`src/sbf_pkg.sv`:
```
// constants, register map and helpers for the supply bound fault configuration block
package sbf_pkg;

  // clock and time base
  localparam int CLK_PERIOD_NS = 4;
  localparam int US_NS         = 1000;
  localparam int CYC_PER_US    = (US_NS + CLK_PERIOD_NS - 1) / CLK_PERIOD_NS;

  // deglitch counter sizing
  localparam int          DEG_W    = 11;
  localparam logic [10:0] DEG_STEP = 11'(CYC_PER_US);

  // register indices; byte address is four times the index
  localparam logic [7:0] IDX_PIN_FUNCTION_SETUP  = 8'hA4;
  localparam logic [7:0] IDX_DEVICE_SETUP_A      = 8'hA6;
  localparam logic [7:0] IDX_DEVICE_SETUP_B      = 8'hA8;
  localparam logic [7:0] IDX_PERIPHERAL_SETUP_A  = 8'hAA;
  localparam logic [7:0] IDX_GATE_DRIVER_SETUP_A = 8'hAC;
  localparam logic [7:0] IDX_GATE_DRIVER_SETUP_B = 8'hAE;
  localparam logic [7:0] IDX_FAULT_SETUP_B       = 8'h90;
  localparam logic [7:0] IDX_FAULT_STATUS        = 8'h92;
  localparam int         ADDR_W                  = 10;

  // fault_setup_b field layout
  localparam int LKM_LSB = 15;
  localparam int DEG_LSB = 12;
  localparam int MIN_LSB = 8;
  localparam int UVR_BIT = 7;
  localparam int MAX_LSB = 4;
  localparam int OVR_BIT = 3;
  localparam int RTY_LSB = 0;
  localparam logic [31:0] FAULT_B_MASK  = 32'h0007F7FF;
  localparam logic [31:0] FAULT_B_RESET = 32'h00000000;
  localparam logic [31:0] SETUP_RESET   = 32'h00000000;

  // fault_status layout
  localparam int ST_UV_BIT   = 0;
  localparam int ST_OV_BIT   = 1;
  localparam int ST_LOCK_BIT = 2;
  localparam int ST_RPT_BIT  = 3;
  localparam int ST_CNT_LSB  = 4;
  localparam int CNT_W       = 5;

  // lock response codes
  localparam logic [3:0] LKM_REPORT = 4'h8;
  localparam logic [1:0] ACT_HIGH   = 2'h2;
  localparam logic [1:0] ACT_LOW    = 2'h3;

  // ahb encodings
  localparam logic [1:0] HTRANS_NONSEQ = 2'h2;

  typedef enum logic [1:0] {
    SBF_LK_IDLE  = 2'b00,
    SBF_LK_WAIT  = 2'b01,
    SBF_LK_LATCH = 2'b10
  } sbf_lock_state_t;

  // supply floor in millivolts, zero means no limit
  function automatic logic [15:0] sbf_floor_mv(input logic [2:0] code);
    case (code)
      3'h1:    sbf_floor_mv = 16'h1194;
      3'h2:    sbf_floor_mv = 16'h1388;
      3'h3:    sbf_floor_mv = 16'h157C;
      3'h4:    sbf_floor_mv = 16'h1770;
      3'h5:    sbf_floor_mv = 16'h1D4C;
      3'h6:    sbf_floor_mv = 16'h2710;
      3'h7:    sbf_floor_mv = 16'h30D4;
      default: sbf_floor_mv = 16'h0000;
    endcase
  endfunction

  // supply ceiling in millivolts, 20 V plus 2.5 V steps
  function automatic logic [15:0] sbf_ceiling_mv(input logic [2:0] code);
    case (code)
      3'h1:    sbf_ceiling_mv = 16'h4E20;
      3'h2:    sbf_ceiling_mv = 16'h57E4;
      3'h3:    sbf_ceiling_mv = 16'h61A8;
      3'h4:    sbf_ceiling_mv = 16'h6B6C;
      3'h5:    sbf_ceiling_mv = 16'h7530;
      3'h6:    sbf_ceiling_mv = 16'h7EF4;
      3'h7:    sbf_ceiling_mv = 16'h88B8;
      default: sbf_ceiling_mv = 16'hFFFF;
    endcase
  endfunction

  // retry attempts allowed, zero means unlimited
  function automatic logic [4:0] sbf_retry_limit(input logic [2:0] code);
    case (code)
      3'h1:    sbf_retry_limit = 5'h02;
      3'h2:    sbf_retry_limit = 5'h03;
      3'h3:    sbf_retry_limit = 5'h05;
      3'h4:    sbf_retry_limit = 5'h07;
      3'h5:    sbf_retry_limit = 5'h0A;
      3'h6:    sbf_retry_limit = 5'h0F;
      3'h7:    sbf_retry_limit = 5'h14;
      default: sbf_retry_limit = 5'h00;
    endcase
  endfunction

endpackage

```
`src/sbf_lock_if.sv`:
```
// carrier between the fault controller and its lock deglitch filter
`timescale 1ns/1ps
interface sbf_lock_if;
  logic       lock_raw;
  logic [2:0] lock_current_deglitch;
  logic       lock_seen;

  modport filt (
    input  lock_raw,
    input  lock_current_deglitch,
    output lock_seen
  );
  modport ctrl (
    output lock_raw,
    output lock_current_deglitch,
    input  lock_seen
  );
endinterface

```
`src/sbf_fault_config.sv`:
```
// fault configuration registers and supply and lock fault supervisor
//
// Notes on behaviour
// lock detect deglitch: code 0 none, codes 1-7 give that many microseconds.
// supply below chosen floor is a fault; code 0 disables; 4.5 to 12.5 V.
// undervoltage recovery bit: 0 latches fault, 1 clears once supply in bounds.
// supply above chosen ceiling is a fault; code 0 disables; 20 to 35 V.
// overvoltage recovery bit: 0 latches fault, 1 clears once supply in bounds.
// retry limit code: 0 unlimited, else 2,3,5,7,10,15,20 attempts.
// software leaves unlisted configuration addresses alone; they read zero.
// writing one to a clear-on-one status bit clears it.
// auto lock modes clear after retry wait; beyond limit, latch and tristate.
// latched lock modes latch, assert fault output, tristate or brake gates.
// lock event only after condition persists the whole deglitch time.
//
// Design decision made here: the AHB-Lite register port.
`timescale 1ns/1ps
module sbf_fault_config
  import sbf_pkg::*;
#(
  parameter int LOCK_RETRY_WAIT_US = 1000,
  parameter int LOCK_RETRY_CYCLES  = LOCK_RETRY_WAIT_US * CYC_PER_US
) (
  input  wire logic        hclk,
  input  wire logic        hresetn,
  input  wire logic        ce,
  input  wire logic        hsel,
  input  wire logic [31:0] haddr,
  input  wire logic [1:0]  htrans,
  input  wire logic        hwrite,
  input  wire logic [2:0]  hsize,
  input  wire logic [31:0] hwdata,
  input  wire logic        hready,
  output logic             hreadyout,
  output logic [31:0]      hrdata,
  output logic             hresp,
  input  wire logic [15:0] supply_mv,
  input  wire logic        lock_detect,
  output logic             fault_indicator_out_n,
  output logic             gate_tristate,
  output logic             gate_brake_high,
  output logic             gate_brake_low
);

  localparam logic [31:0] RETRY_LAST = 32'(LOCK_RETRY_CYCLES - 1);

  // configuration storage
  logic [31:0] pin_function_setup_reg;
  logic [31:0] device_setup_a_reg;
  logic [31:0] device_setup_b_reg;
  logic [31:0] peripheral_setup_a_reg;
  logic [31:0] gate_driver_setup_a_reg;
  logic [31:0] gate_driver_setup_b_reg;
  logic [31:0] fault_setup_b_reg;

  // fault state
  logic             uv_fault_reg;
  logic             ov_fault_reg;
  logic             lock_fault_reg;
  logic             lock_report_reg;
  logic [CNT_W-1:0] retry_cnt_reg;
  logic [31:0]      wait_cnt_reg;
  logic [1:0]       lock_action_reg;
  sbf_lock_state_t  lock_state_reg;
  logic             lock_seen_d_reg;

  // bus pipeline
  logic             wr_pend_reg;
  logic             rd_pend_reg;
  logic [ADDR_W-1:0] addr_reg;

  // decoded fields
  logic [3:0] lock_current_response_select;
  logic [2:0] supply_floor_level;
  logic [2:0] supply_ceiling_level;
  logic       undervolt_recovery_select;
  logic       overvolt_recovery_select;
  logic [2:0] retry_attempt_limit;
  logic       below_floor;
  logic       above_ceiling;
  logic       lock_event;
  logic       lock_acting;
  logic       lock_auto;
  logic       st_wr;
  logic       fb_wr;
  logic       clr_uv;
  logic       clr_ov;
  logic       clr_lock;
  logic       clr_rpt;
  logic       retry_ok;
  logic [4:0] limit;
  logic [31:0] status_word;
  logic [31:0] rd_mux;

  sbf_lock_if lk ();

  sbf_lock_filter u_filter (
    .hclk    (hclk),
    .hresetn (hresetn),
    .ce      (ce),
    .lk      (lk.filt)
  );

  // field extraction from fault_setup_b
  assign lock_current_response_select = fault_setup_b_reg[LKM_LSB +: 4];
  assign lk.lock_current_deglitch     = fault_setup_b_reg[DEG_LSB +: 3];
  assign supply_floor_level           = fault_setup_b_reg[MIN_LSB +: 3];
  assign undervolt_recovery_select    = fault_setup_b_reg[UVR_BIT];
  assign supply_ceiling_level         = fault_setup_b_reg[MAX_LSB +: 3];
  assign overvolt_recovery_select     = fault_setup_b_reg[OVR_BIT];
  assign retry_attempt_limit          = fault_setup_b_reg[RTY_LSB +: 3];
  assign lk.lock_raw                  = lock_detect;

  // supply window comparisons, code zero never trips
  assign below_floor   = (supply_floor_level != 3'h0) &&
                         (supply_mv < sbf_floor_mv(supply_floor_level));
  assign above_ceiling = (supply_ceiling_level != 3'h0) &&
                         (supply_mv > sbf_ceiling_mv(supply_ceiling_level));

  // lock mode decode: codes below 8 act, 8 reports, above disabled
  assign lock_acting = !lock_current_response_select[3];
  assign lock_auto   = lock_current_response_select[2];
  assign lock_event  = lk.lock_seen && !lock_seen_d_reg;

  // retry budget
  assign limit    = sbf_retry_limit(retry_attempt_limit);
  assign retry_ok = (limit == 5'h00) || (retry_cnt_reg < limit);

  // write strobes for the data phase
  assign st_wr    = wr_pend_reg && (addr_reg == {IDX_FAULT_STATUS, 2'b00});
  assign fb_wr    = wr_pend_reg && (addr_reg == {IDX_FAULT_SETUP_B, 2'b00});
  assign clr_uv   = st_wr && hwdata[ST_UV_BIT];
  assign clr_ov   = st_wr && hwdata[ST_OV_BIT];
  assign clr_lock = st_wr && hwdata[ST_LOCK_BIT];
  assign clr_rpt  = st_wr && hwdata[ST_RPT_BIT];

  // ahb slave: zero-wait writes, reads take one wait state
  always_ff @(posedge hclk or negedge hresetn) begin
    if (!hresetn) begin
      wr_pend_reg <= 1'b0;
      rd_pend_reg <= 1'b0;
      addr_reg    <= '0;
    end else if (ce) begin
      if (hready) begin
        wr_pend_reg <= hsel && (htrans == HTRANS_NONSEQ) && hwrite;
        rd_pend_reg <= hsel && (htrans == HTRANS_NONSEQ) && !hwrite;
        addr_reg    <= haddr[ADDR_W-1:0];
      end else begin
        wr_pend_reg <= 1'b0;
        rd_pend_reg <= 1'b0;
      end
    end
  end

  // read data sampled in the wait cycle so a prior write is visible
  always_ff @(posedge hclk or negedge hresetn) begin
    if (!hresetn) begin
      hrdata <= 32'h00000000;
    end else if (ce && rd_pend_reg) begin
      hrdata <= rd_mux;
    end
  end

  assign hreadyout = !rd_pend_reg;
  assign hresp     = 1'b0;

  assign status_word = {{(32 - ST_CNT_LSB - CNT_W){1'b0}}, retry_cnt_reg,
                        lock_report_reg, lock_fault_reg, ov_fault_reg, uv_fault_reg};

  // read decode; unlisted addresses read zero
  always_comb begin
    rd_mux = 32'h00000000;
    if (addr_reg == {IDX_PIN_FUNCTION_SETUP, 2'b00}) begin
      rd_mux = pin_function_setup_reg;
    end else if (addr_reg == {IDX_DEVICE_SETUP_A, 2'b00}) begin
      rd_mux = device_setup_a_reg;
    end else if (addr_reg == {IDX_DEVICE_SETUP_B, 2'b00}) begin
      rd_mux = device_setup_b_reg;
    end else if (addr_reg == {IDX_PERIPHERAL_SETUP_A, 2'b00}) begin
      rd_mux = peripheral_setup_a_reg;
    end else if (addr_reg == {IDX_GATE_DRIVER_SETUP_A, 2'b00}) begin
      rd_mux = gate_driver_setup_a_reg;
    end else if (addr_reg == {IDX_GATE_DRIVER_SETUP_B, 2'b00}) begin
      rd_mux = gate_driver_setup_b_reg;
    end else if (addr_reg == {IDX_FAULT_SETUP_B, 2'b00}) begin
      rd_mux = fault_setup_b_reg;
    end else if (addr_reg == {IDX_FAULT_STATUS, 2'b00}) begin
      rd_mux = status_word;
    end
  end

  // plain setup storage, consumed elsewhere in the device
  always_ff @(posedge hclk or negedge hresetn) begin
    if (!hresetn) begin
      pin_function_setup_reg  <= SETUP_RESET;
      device_setup_a_reg      <= SETUP_RESET;
      device_setup_b_reg      <= SETUP_RESET;
      peripheral_setup_a_reg  <= SETUP_RESET;
      gate_driver_setup_a_reg <= SETUP_RESET;
      gate_driver_setup_b_reg <= SETUP_RESET;
    end else if (ce && wr_pend_reg) begin
      if (addr_reg == {IDX_PIN_FUNCTION_SETUP, 2'b00}) pin_function_setup_reg <= hwdata;
      if (addr_reg == {IDX_DEVICE_SETUP_A, 2'b00}) device_setup_a_reg <= hwdata;
      if (addr_reg == {IDX_DEVICE_SETUP_B, 2'b00}) device_setup_b_reg <= hwdata;
      if (addr_reg == {IDX_PERIPHERAL_SETUP_A, 2'b00}) peripheral_setup_a_reg <= hwdata;
      if (addr_reg == {IDX_GATE_DRIVER_SETUP_A, 2'b00}) gate_driver_setup_a_reg <= hwdata;
      if (addr_reg == {IDX_GATE_DRIVER_SETUP_B, 2'b00}) gate_driver_setup_b_reg <= hwdata;
    end
  end

  // fault configuration, reserved bits forced to zero
  always_ff @(posedge hclk or negedge hresetn) begin
    if (!hresetn) begin
      fault_setup_b_reg <= FAULT_B_RESET;
    end else if (ce && fb_wr) begin
      fault_setup_b_reg <= hwdata & FAULT_B_MASK;
    end
  end

  // undervoltage: set beats clear, auto mode drops once back in bounds
  always_ff @(posedge hclk or negedge hresetn) begin
    if (!hresetn) begin
      uv_fault_reg <= 1'b0;
    end else if (ce) begin
      if (below_floor) begin
        uv_fault_reg <= 1'b1;
      end else if (undervolt_recovery_select || clr_uv) begin
        uv_fault_reg <= 1'b0;
      end
    end
  end

  // overvoltage: same recovery scheme as undervoltage
  always_ff @(posedge hclk or negedge hresetn) begin
    if (!hresetn) begin
      ov_fault_reg <= 1'b0;
    end else if (ce) begin
      if (above_ceiling) begin
        ov_fault_reg <= 1'b1;
      end else if (overvolt_recovery_select || clr_ov) begin
        ov_fault_reg <= 1'b0;
      end
    end
  end

  // report-only lock events just leave a sticky flag
  always_ff @(posedge hclk or negedge hresetn) begin
    if (!hresetn) begin
      lock_report_reg <= 1'b0;
      lock_seen_d_reg <= 1'b0;
    end else if (ce) begin
      lock_seen_d_reg <= lk.lock_seen;
      if (lock_event && (lock_current_response_select == LKM_REPORT)) begin
        lock_report_reg <= 1'b1;
      end else if (clr_rpt) begin
        lock_report_reg <= 1'b0;
      end
    end
  end

  // lock fault sequencer; a new event in the clear cycle wins
  always_ff @(posedge hclk or negedge hresetn) begin
    if (!hresetn) begin
      lock_state_reg  <= SBF_LK_IDLE;
      lock_fault_reg  <= 1'b0;
      lock_action_reg <= 2'h0;
      retry_cnt_reg   <= '0;
      wait_cnt_reg    <= 32'h00000000;
    end else if (ce) begin
      if (clr_lock && !(lock_event && lock_acting)) begin
        lock_state_reg <= SBF_LK_IDLE;
        lock_fault_reg <= 1'b0;
        retry_cnt_reg  <= '0;
        wait_cnt_reg   <= 32'h00000000;
      end else begin
        unique case (lock_state_reg)
          SBF_LK_IDLE: begin
            if (lock_event && lock_acting) begin
              lock_fault_reg  <= 1'b1;
              lock_action_reg <= lock_current_response_select[1:0];
              wait_cnt_reg    <= 32'h00000000;
              lock_state_reg  <= lock_auto ? SBF_LK_WAIT : SBF_LK_LATCH;
            end
          end
          SBF_LK_WAIT: begin
            if (wait_cnt_reg < RETRY_LAST) begin
              wait_cnt_reg <= wait_cnt_reg + 32'h00000001;
            end else if (retry_ok) begin
              lock_fault_reg <= 1'b0;
              retry_cnt_reg  <= retry_cnt_reg + 1'b1;
              lock_state_reg <= SBF_LK_IDLE;
            end else begin
              lock_action_reg <= 2'h0;
              lock_state_reg  <= SBF_LK_LATCH;
            end
          end
          SBF_LK_LATCH: begin
            lock_fault_reg <= 1'b1;
          end
          default: begin
            lock_state_reg <= SBF_LK_IDLE;
          end
        endcase
      end
    end
  end

  // gate and fault pin drive from the latched fault state
  always_ff @(posedge hclk or negedge hresetn) begin
    if (!hresetn) begin
      fault_indicator_out_n <= 1'b1;
      gate_tristate         <= 1'b0;
      gate_brake_high       <= 1'b0;
      gate_brake_low        <= 1'b0;
    end else if (ce) begin
      fault_indicator_out_n <= !(uv_fault_reg || ov_fault_reg || lock_fault_reg);
      gate_brake_high <= lock_fault_reg && (lock_action_reg == ACT_HIGH) &&
                         !uv_fault_reg && !ov_fault_reg;
      gate_brake_low  <= lock_fault_reg && (lock_action_reg == ACT_LOW) &&
                         !uv_fault_reg && !ov_fault_reg;
      gate_tristate   <= uv_fault_reg || ov_fault_reg ||
                         (lock_fault_reg && !lock_action_reg[1]);
    end
  end

endmodule

```
`src/sbf_lock_filter.sv`:
```
// deglitch filter for the hardware lock current-limit detection
`timescale 1ns/1ps
module sbf_lock_filter
  import sbf_pkg::*;
(
  input  wire logic hclk,
  input  wire logic hresetn,
  input  wire logic ce,
  sbf_lock_if.filt  lk
);

  logic [DEG_W-1:0] cnt_reg;
  logic [DEG_W-1:0] target;
  logic             seen_reg;

  // code times one microsecond in cycles
  assign target = DEG_W'(lk.lock_current_deglitch) * DEG_STEP;

  // restart on any drop so only a continuous condition counts
  always_ff @(posedge hclk or negedge hresetn) begin
    if (!hresetn) begin
      cnt_reg  <= '0;
      seen_reg <= 1'b0;
    end else if (ce) begin
      if (!lk.lock_raw) begin
        cnt_reg  <= '0;
        seen_reg <= 1'b0;
      end else if (cnt_reg >= target) begin
        seen_reg <= 1'b1;
      end else begin
        cnt_reg <= cnt_reg + 1'b1;
      end
    end
  end

  assign lk.lock_seen = seen_reg;

endmodule

```
`config.mk`:
```
export PLATFORM = sky130hd
export DESIGN_NAME = sbf_fault_config
export DESIGN_NICKNAME = d
export VERILOG_FILES = /design/src/sbf_pkg.sv /design/src/sbf_lock_if.sv /design/src/sbf_fault_config.sv /design/src/sbf_lock_filter.sv
export SDC_FILE = /design/constraint.sdc
export NUM_CORES = 1
export LEC_CHECK = 0
export ABC_AREA = 1
export BUFFER_PORTS_ARGS = -buffer_cell sky130_fd_sc_hd__buf_2
export CORE_ASPECT_RATIO = 1.25
export CORE_MARGIN = 4
export CORE_UTILIZATION = 50
export DETAILED_ROUTE_END_ITERATION = 8
export PLACE_DENSITY = 0.75
export SYNTH_ARGS = -nofsm -noshare
export SYNTH_HDL_FRONTEND = slang
export SYNTH_SLANG_ARGS = --single-unit
```
`constraint.sdc`:
```
create_clock -name hclk -period 10.26 [get_ports hclk]
set_input_delay 1.539 -clock hclk [delete_from_list [all_inputs] [get_ports hclk]]
set_output_delay 1.539 -clock hclk [all_outputs]
set_load 0.01 [all_outputs]
```
==> flow_summary.json, run 1 <==
{
  "row_count": 73,
  "numClockSinks": 316,
  "reg2reg_to": "u_filter.cnt_reg[2]",
  "whs_path_depth": 2,
  "drt_wl_total_mm": 38.9,
  "synth_cells": 2001,
  "numPortBuffers": 103,
  "cp-end-kind": "flip-flop",
  "first_iter_violations": 1012,
  "ff2ff_path_depth": 12,
  "avgSynthCellArea_um2": 8.00,
  "viasPerCell": 5.40,
  "chipWidth_um": 168,
  "hpwl_mm": 25.0,
  "tightest_slew_ps": 1210,
  "path_max_fanout": 20,
  "max_cap_violations": 0,
  "syn_nets": 2152,
  "synth_area_leader_cell": "dfrtp_1",
  "die_y_um": 208,
  "ant_nets": 0,
  "required_ps": 10680,
  "grt_start_max_net_pins": 98,
  "drv_slew": 0,
  "synth-seq-cells": 316,
  "pin_count": 130,
  "synth_top_area_share_pct": 49.3,
  "num-fill-cells": 2866,
  "start_util_pct": 50.5,
  "p_leak_uw": 0.00916,
  "ys.flop_type": "dfrtp_1",
  "hold_path_class": "flip-flop to flip-flop",
  "coreArea_um2": 31700,
  "numCtsBuffers": 34,
  "route.detailed.wl_per_inst_um": 15.6,
  "root_buffer": "clkbuf_16",
  "grt_first_pass_wirelength_mm": 64.9,
  "track_usage_pct": 22.2,
  "seq_area_frac_synth_pct": 49.4,
  "nets": 2214,
  "grt_pass1_vias": 12900,
  "peakVddDrop_uv": 102,
  "syn_area_um2": 16000,
  "place.gp.congestion": 0.884,
  "min_period_ps": 3890,
  "hold_buffers": 0,
  "syn_to_final_growth_pct": 11.9,
  "tns_ps": 0,
  "num_vias": 13500,
  "fin_crit_sh_pct": 37.9,
  "power_density_nw_per_um2": 157,
  "yosys-top-cells-area": "dfrtp_1 (49%), nand2_1 (15%), o21ai_0 (8.2%), ha_1 (4.3%), inv_1 (4.3%)",
  "setup_viol": 0,
  "cts_resized": 0,
  "holdPathEnd": "hrdata[24]",
  "worstSetupStartpoint": "fault_setup_b_reg[12]",
  "seqCellArea_um2": 7910,
  "max_slew_margin_pct": 19.4,
  "power.total_uw": 2810,
  "r2r_slack_ps": 6370,
  "synth_cell_types": 49,
  "finalClockSkew_ps": 6.83,
  "status": "finished, final reports clean",
  "synth_edf_count": 0,
  "htree_levels": 2,
  "dieArea_um2": 35000,
  "route.detailed.drc": 0,
  "placed_cells": 2439,
  "post-cts-setup-buffer-count": 0,
  "worstHoldStart": "hrdata[24]",
  "finalHoldViolCount": 0,
  "crit_arrival_ps": 4310,
  "layout-drive-gt1-share_pct": 11.1,
  "cts_tree": "built",
  "layout.cells.non_filler": 2497,
  "async_flop_share_pct": 100,
  "crit_path_start_kind": "flip-flop",
  "grt-ovfl-total": 0,
  "cts_buffer_depth": 3,
  "insertion_delay_ps": 510,
  "antenna_found_initial": 1,
  "multi_input_area_um2": 6990,
  "r2r-start": "fault_setup_b_reg[12]",
  "path_class": "flip-flop to flip-flop",
  "cts.clk_slew.worst_paths_ps": 60,
  "yosysWarnings": 0,
  "grt_setup_unrepaired": "false",
  "first_pass_iters": 6,
  "fmax_ghz": 0.257
}
[layout make-up]
class	count	area share (%)
Clock buffer	48	5.79
Tap cell	412	2.88
Sequential cell	316	44.2
Antenna cell	1	0.0140
Inverter	188	3.94
Multi-Input combinational cell	1410	39.0
Timing Repair Buffer	113	3.35
Clock inverter	9	0.845
[metal layers]
metal | track usage [%] | vias to the layer above | part of all wire (%)
met5 | 0 | - | 0
met2 | 37.6 | 376 | 48
met3 | 3.21 | 70 | 5.9
met1 | 30.1 | 6449 | 43
li1 | - | 6595 | -
met4 | 5.77 | 0 | 2.2
[Yosys cell counts, drive strengths merged, types with 15 or more instances]
library cell,count
buf,33
a21oi,80
nor3,21
nor2,129
nand4,47
xor2,15
inv,188
o21ai,299
nand3,82
nand2,632
dfrtp,315
clkbuf,54
ha,55
[power breakdown]
part           switching (uW)  internal (uW)  total (uW)  leakage [uW]
registers                29.7           1270        1300       0.00435
logic                     148           66.6         214       0.00422
clock network             493            804        1300      0.000584
total                     671           2140        2810       0.00916
[cells by family after synthesis]
kind of cell               after synthesis  share of synthesized area (%)
and+or+nand+nor                        932                           24.4
AOI/OAI and AO/OA                      397                           13.2
DFF                                    316                           49.4
buffers and inverters                  275                           6.97
adders and majority gates               59                           4.80
xor gates and xnor gates                18                          0.985
muxes                                    3                          0.211
other                                    1                         0.0234
[worst max-delay path: stages (launching register included)]
cell     delay, ps
dfrtp_1        470
fa_1           650
inv_1          110
fa_1           460
fa_1           390
xor2_1         160
ha_1           300
a21oi_1        180
o21a_1         140
nand4_1        150
nand2_1        140
nand2_1        340
o21ai_0        290
[worst max path at each step]
stage | cells past startpoint | endpoint
3_3_place_gp | 13 | u_filter.cnt_reg[10]
5_1_grt | 13 | u_filter.cnt_reg[2]
4_1_cts | 13 | u_filter.cnt_reg[8]
3_5_place_dp | 12 | u_filter.cnt_reg[2]
2_1_floorplan | 14 | u_filter.cnt_reg[10]
6_report | 12 | u_filter.cnt_reg[2]
[placed cells by master (no fill, tap or decap), drive strengths merged, types with 14 or more instances in the layout]
cell	n
a21oi	80
buf	113
clkbuf	48
dfrtp	315
ha	55
inv	189
nand2	632
nand3	82
nand4	47
nor2	129
nor3	21
o21ai	299
or2	14
xor2	15
[per-stage QoR]
step	util, %	hold slack (ps)	worst slack (ps)	instance area [um2]
after global placement	52.7	461	6480	16700
after floorplan	-	448	6840	16000
after CTS	56.5	480	6370	17900
after global routing	56.5	488	6080	17900
after detailed placement	52.7	461	6360	16700
final	56.5	476	6370	17900
No activity file was read; power rests on OpenSTA's default activity.
==> inputs of run 2 (changes only) <==
--- a/config.mk
+++ b/config.mk
@@ -11,7 +11,7 @@
 export CORE_MARGIN = 4
 export CORE_UTILIZATION = 50
 export DETAILED_ROUTE_END_ITERATION = 8
-export PLACE_DENSITY = 0.75
+export PLACE_DENSITY = 0.78
 export SYNTH_ARGS = -nofsm -noshare
 export SYNTH_HDL_FRONTEND = slang
 export SYNTH_SLANG_ARGS = --single-unit
==> constraint.sdc (replaced) <==
create_clock -name hclk -period 3.17 [get_ports hclk]
set_input_delay 0.4755 -clock hclk [delete_from_list [all_inputs] [get_ports hclk]]
set_output_delay 0.4755 -clock hclk [all_outputs]
set_load 0.01 [all_outputs]
==> flow_summary.json, run 2 (synthesized netlist as in run 1, its figures left out) <==
{
  "syn_to_final_growth_pct": 13.1,
  "dpl_worst_slack_ps": -132,
  "dieArea_um2": 35000,
  "hpwl_mm": 26.3,
  "insertion_delay_ps": 570,
  "design_area_um2": 18100,
  "drv_slew": 0,
  "first_iter_violations": 1067,
  "tightest_slew_ps": 819,
  "max_cap_violations": 0,
  "num_vias": 13600,
  "grt-ovfl-total": 0,
  "cts.clk_slew.worst_paths_ps": 70,
  "finalHoldViolCount": 0,
  "setup_viol": 12,
  "antenna_found_initial": 0,
  "cts_tree": "built",
  "cts_buffer_depth": 3,
  "failed_checks": "setup timing",
  "grt_start_max_net_pins": 85,
  "finalClockSkew_ps": 8.15,
  "viasPerCell": 5.40,
  "hold_path_class": "primary input to flip-flop",
  "numCtsBuffers": 31,
  "p_leak_uw": 0.00926,
  "chipWidth_um": 168,
  "fmax_ghz": 0.306,
  "min_period_ps": 3270,
  "fin_crit_sh_pct": 103,
  "num-fill-cells": 2792,
  "numPortBuffers": 103,
  "cp-end-kind": "flip-flop",
  "place_area_um2": 17000,
  "start_util_pct": 50.5,
  "final_cell_mix": "nand2_1 (619), dfrtp_1 (313), o21ai_0 (255)",
  "htree_levels": 1,
  "tns_ps": -1050,
  "power_density_nw_per_um2": 490,
  "row_count": 73,
  "numClockSinks": 316,
  "status": "complete, but fails checks",
  "track_usage_pct": 22.5,
  "grt_pass1_vias": 13300,
  "place.gp.congestion": 0.873,
  "multi_input_area_um2": 7020,
  "pin_count": 130,
  "drt_wl_total_mm": 39.5,
  "path_class": "flip-flop to flip-flop",
  "layout-drive-gt1-share_pct": 12.7,
  "crit_arrival_ps": 3720,
  "grt_first_pass_wirelength_mm": 66.2,
  "final_common_cell": "nand2_1",
  "nets": 2237,
  "seqCellArea_um2": 7910,
  "root_buffer": "clkbuf_16",
  "required_ps": 3620,
  "first_pass_iters": 6,
  "finalWorstSetupSlack_ps": -103,
  "ant_nets": 0,
  "grt_setup_unrepaired": "true",
  "route.detailed.drc": 0,
  "coreArea_um2": 31700,
  "route.detailed.wl_per_inst_um": 15.7,
  "peakVddDrop_uv": 358,
  "crit_path_start_kind": "flip-flop",
  "max_slew_margin_pct": 45.3,
  "die_y_um": 208,
  "diodes": 0,
  "path_max_fanout": 20
}
-- run 2: changes by cell type in the layout (fill, tap and decap cells not counted), moves of 4 or more --
cell / delta
buf_12: +4
clkbuf_8: +5
o21ai_0: -8
clkbuf_16: -6
buf_4: +21
o21ai_1: +8
-- run 2: power by group --
group	internal [uW]	switching (uW)
clock network	2320	1590
registers	4110	94.4
logic	265	489
total	6700	2170
-- run 2: final cells by class --
class                      count  area share [%]
sequential                   316            43.7
multi-input combinational   1410            38.8
clock buffer                  46            5.26
timing repair buffer         139            4.69
inverter                     188            3.90
tap                          412            2.85
clock inverter                10           0.781
-- run 2: per-stage QoR --
stage / hold WS, ps / std cells / util [%] / total power, uW
final: 137 / 2521 / 57.1 / 8870
after global routing: 118 / 2521 / 57.1 / 9230
after CTS: 113 / 2520 / 57.0 / 8920
after detailed placement: 459 / 2463 / 53.5 / 5020
after global placement: 460 / 2463 / 53.5 / 4990
after floorplan: 180 / 2001 / - / 4730
-- run 2: worst paths after layout --
kind	from	end	slack, ps	cells past startpoint
worst min-delay path	hwrite	rd_pend_reg	140	2
worst min register to register	hrdata[7]	hrdata[7]	470	2
min in group asynchronous	hresetn	u_filter.cnt_reg[2]	460	2
worst max-delay path	fault_setup_b_reg[13]	u_filter.cnt_reg[3]	-100	14
worst max register to register	fault_setup_b_reg[13]	u_filter.cnt_reg[3]	-100	14
max in group asynchronous	hresetn	hrdata[8]	1850	3
-- run 2: repair_timing --
action / in CTS / in global routing
gates cloned: 0 / 0
hold buffers: 1 / 0
buffers inserted: 0 / 1
resized for setup: 5 / 13
endpoints found under the hold margin: 60 / 0
pin swaps: 0 / 3
setup endpoints to repair: 11 / 13
-- run 2: routing by layer --
layer	global-route usage, %	part of all wire (%)
met3	3.33	6.0
met4	6.80	2.4
met1	30.4	43
met5	0	0
met2	37.8	49
-- run 2: worst max-delay path, cell delays in order (launching register included) --
cell	delay, ps
dfrtp_2	440
fa_2	630
inv_2	50
fa_2	350
fa_2	340
xor2_1	150
ha_1	320
a21oi_2	140
o21a_1	120
nand4_1	140
nand2_2	110
nand2_2	60
buf_12	170
nand2_1	50
o21ai_0	70
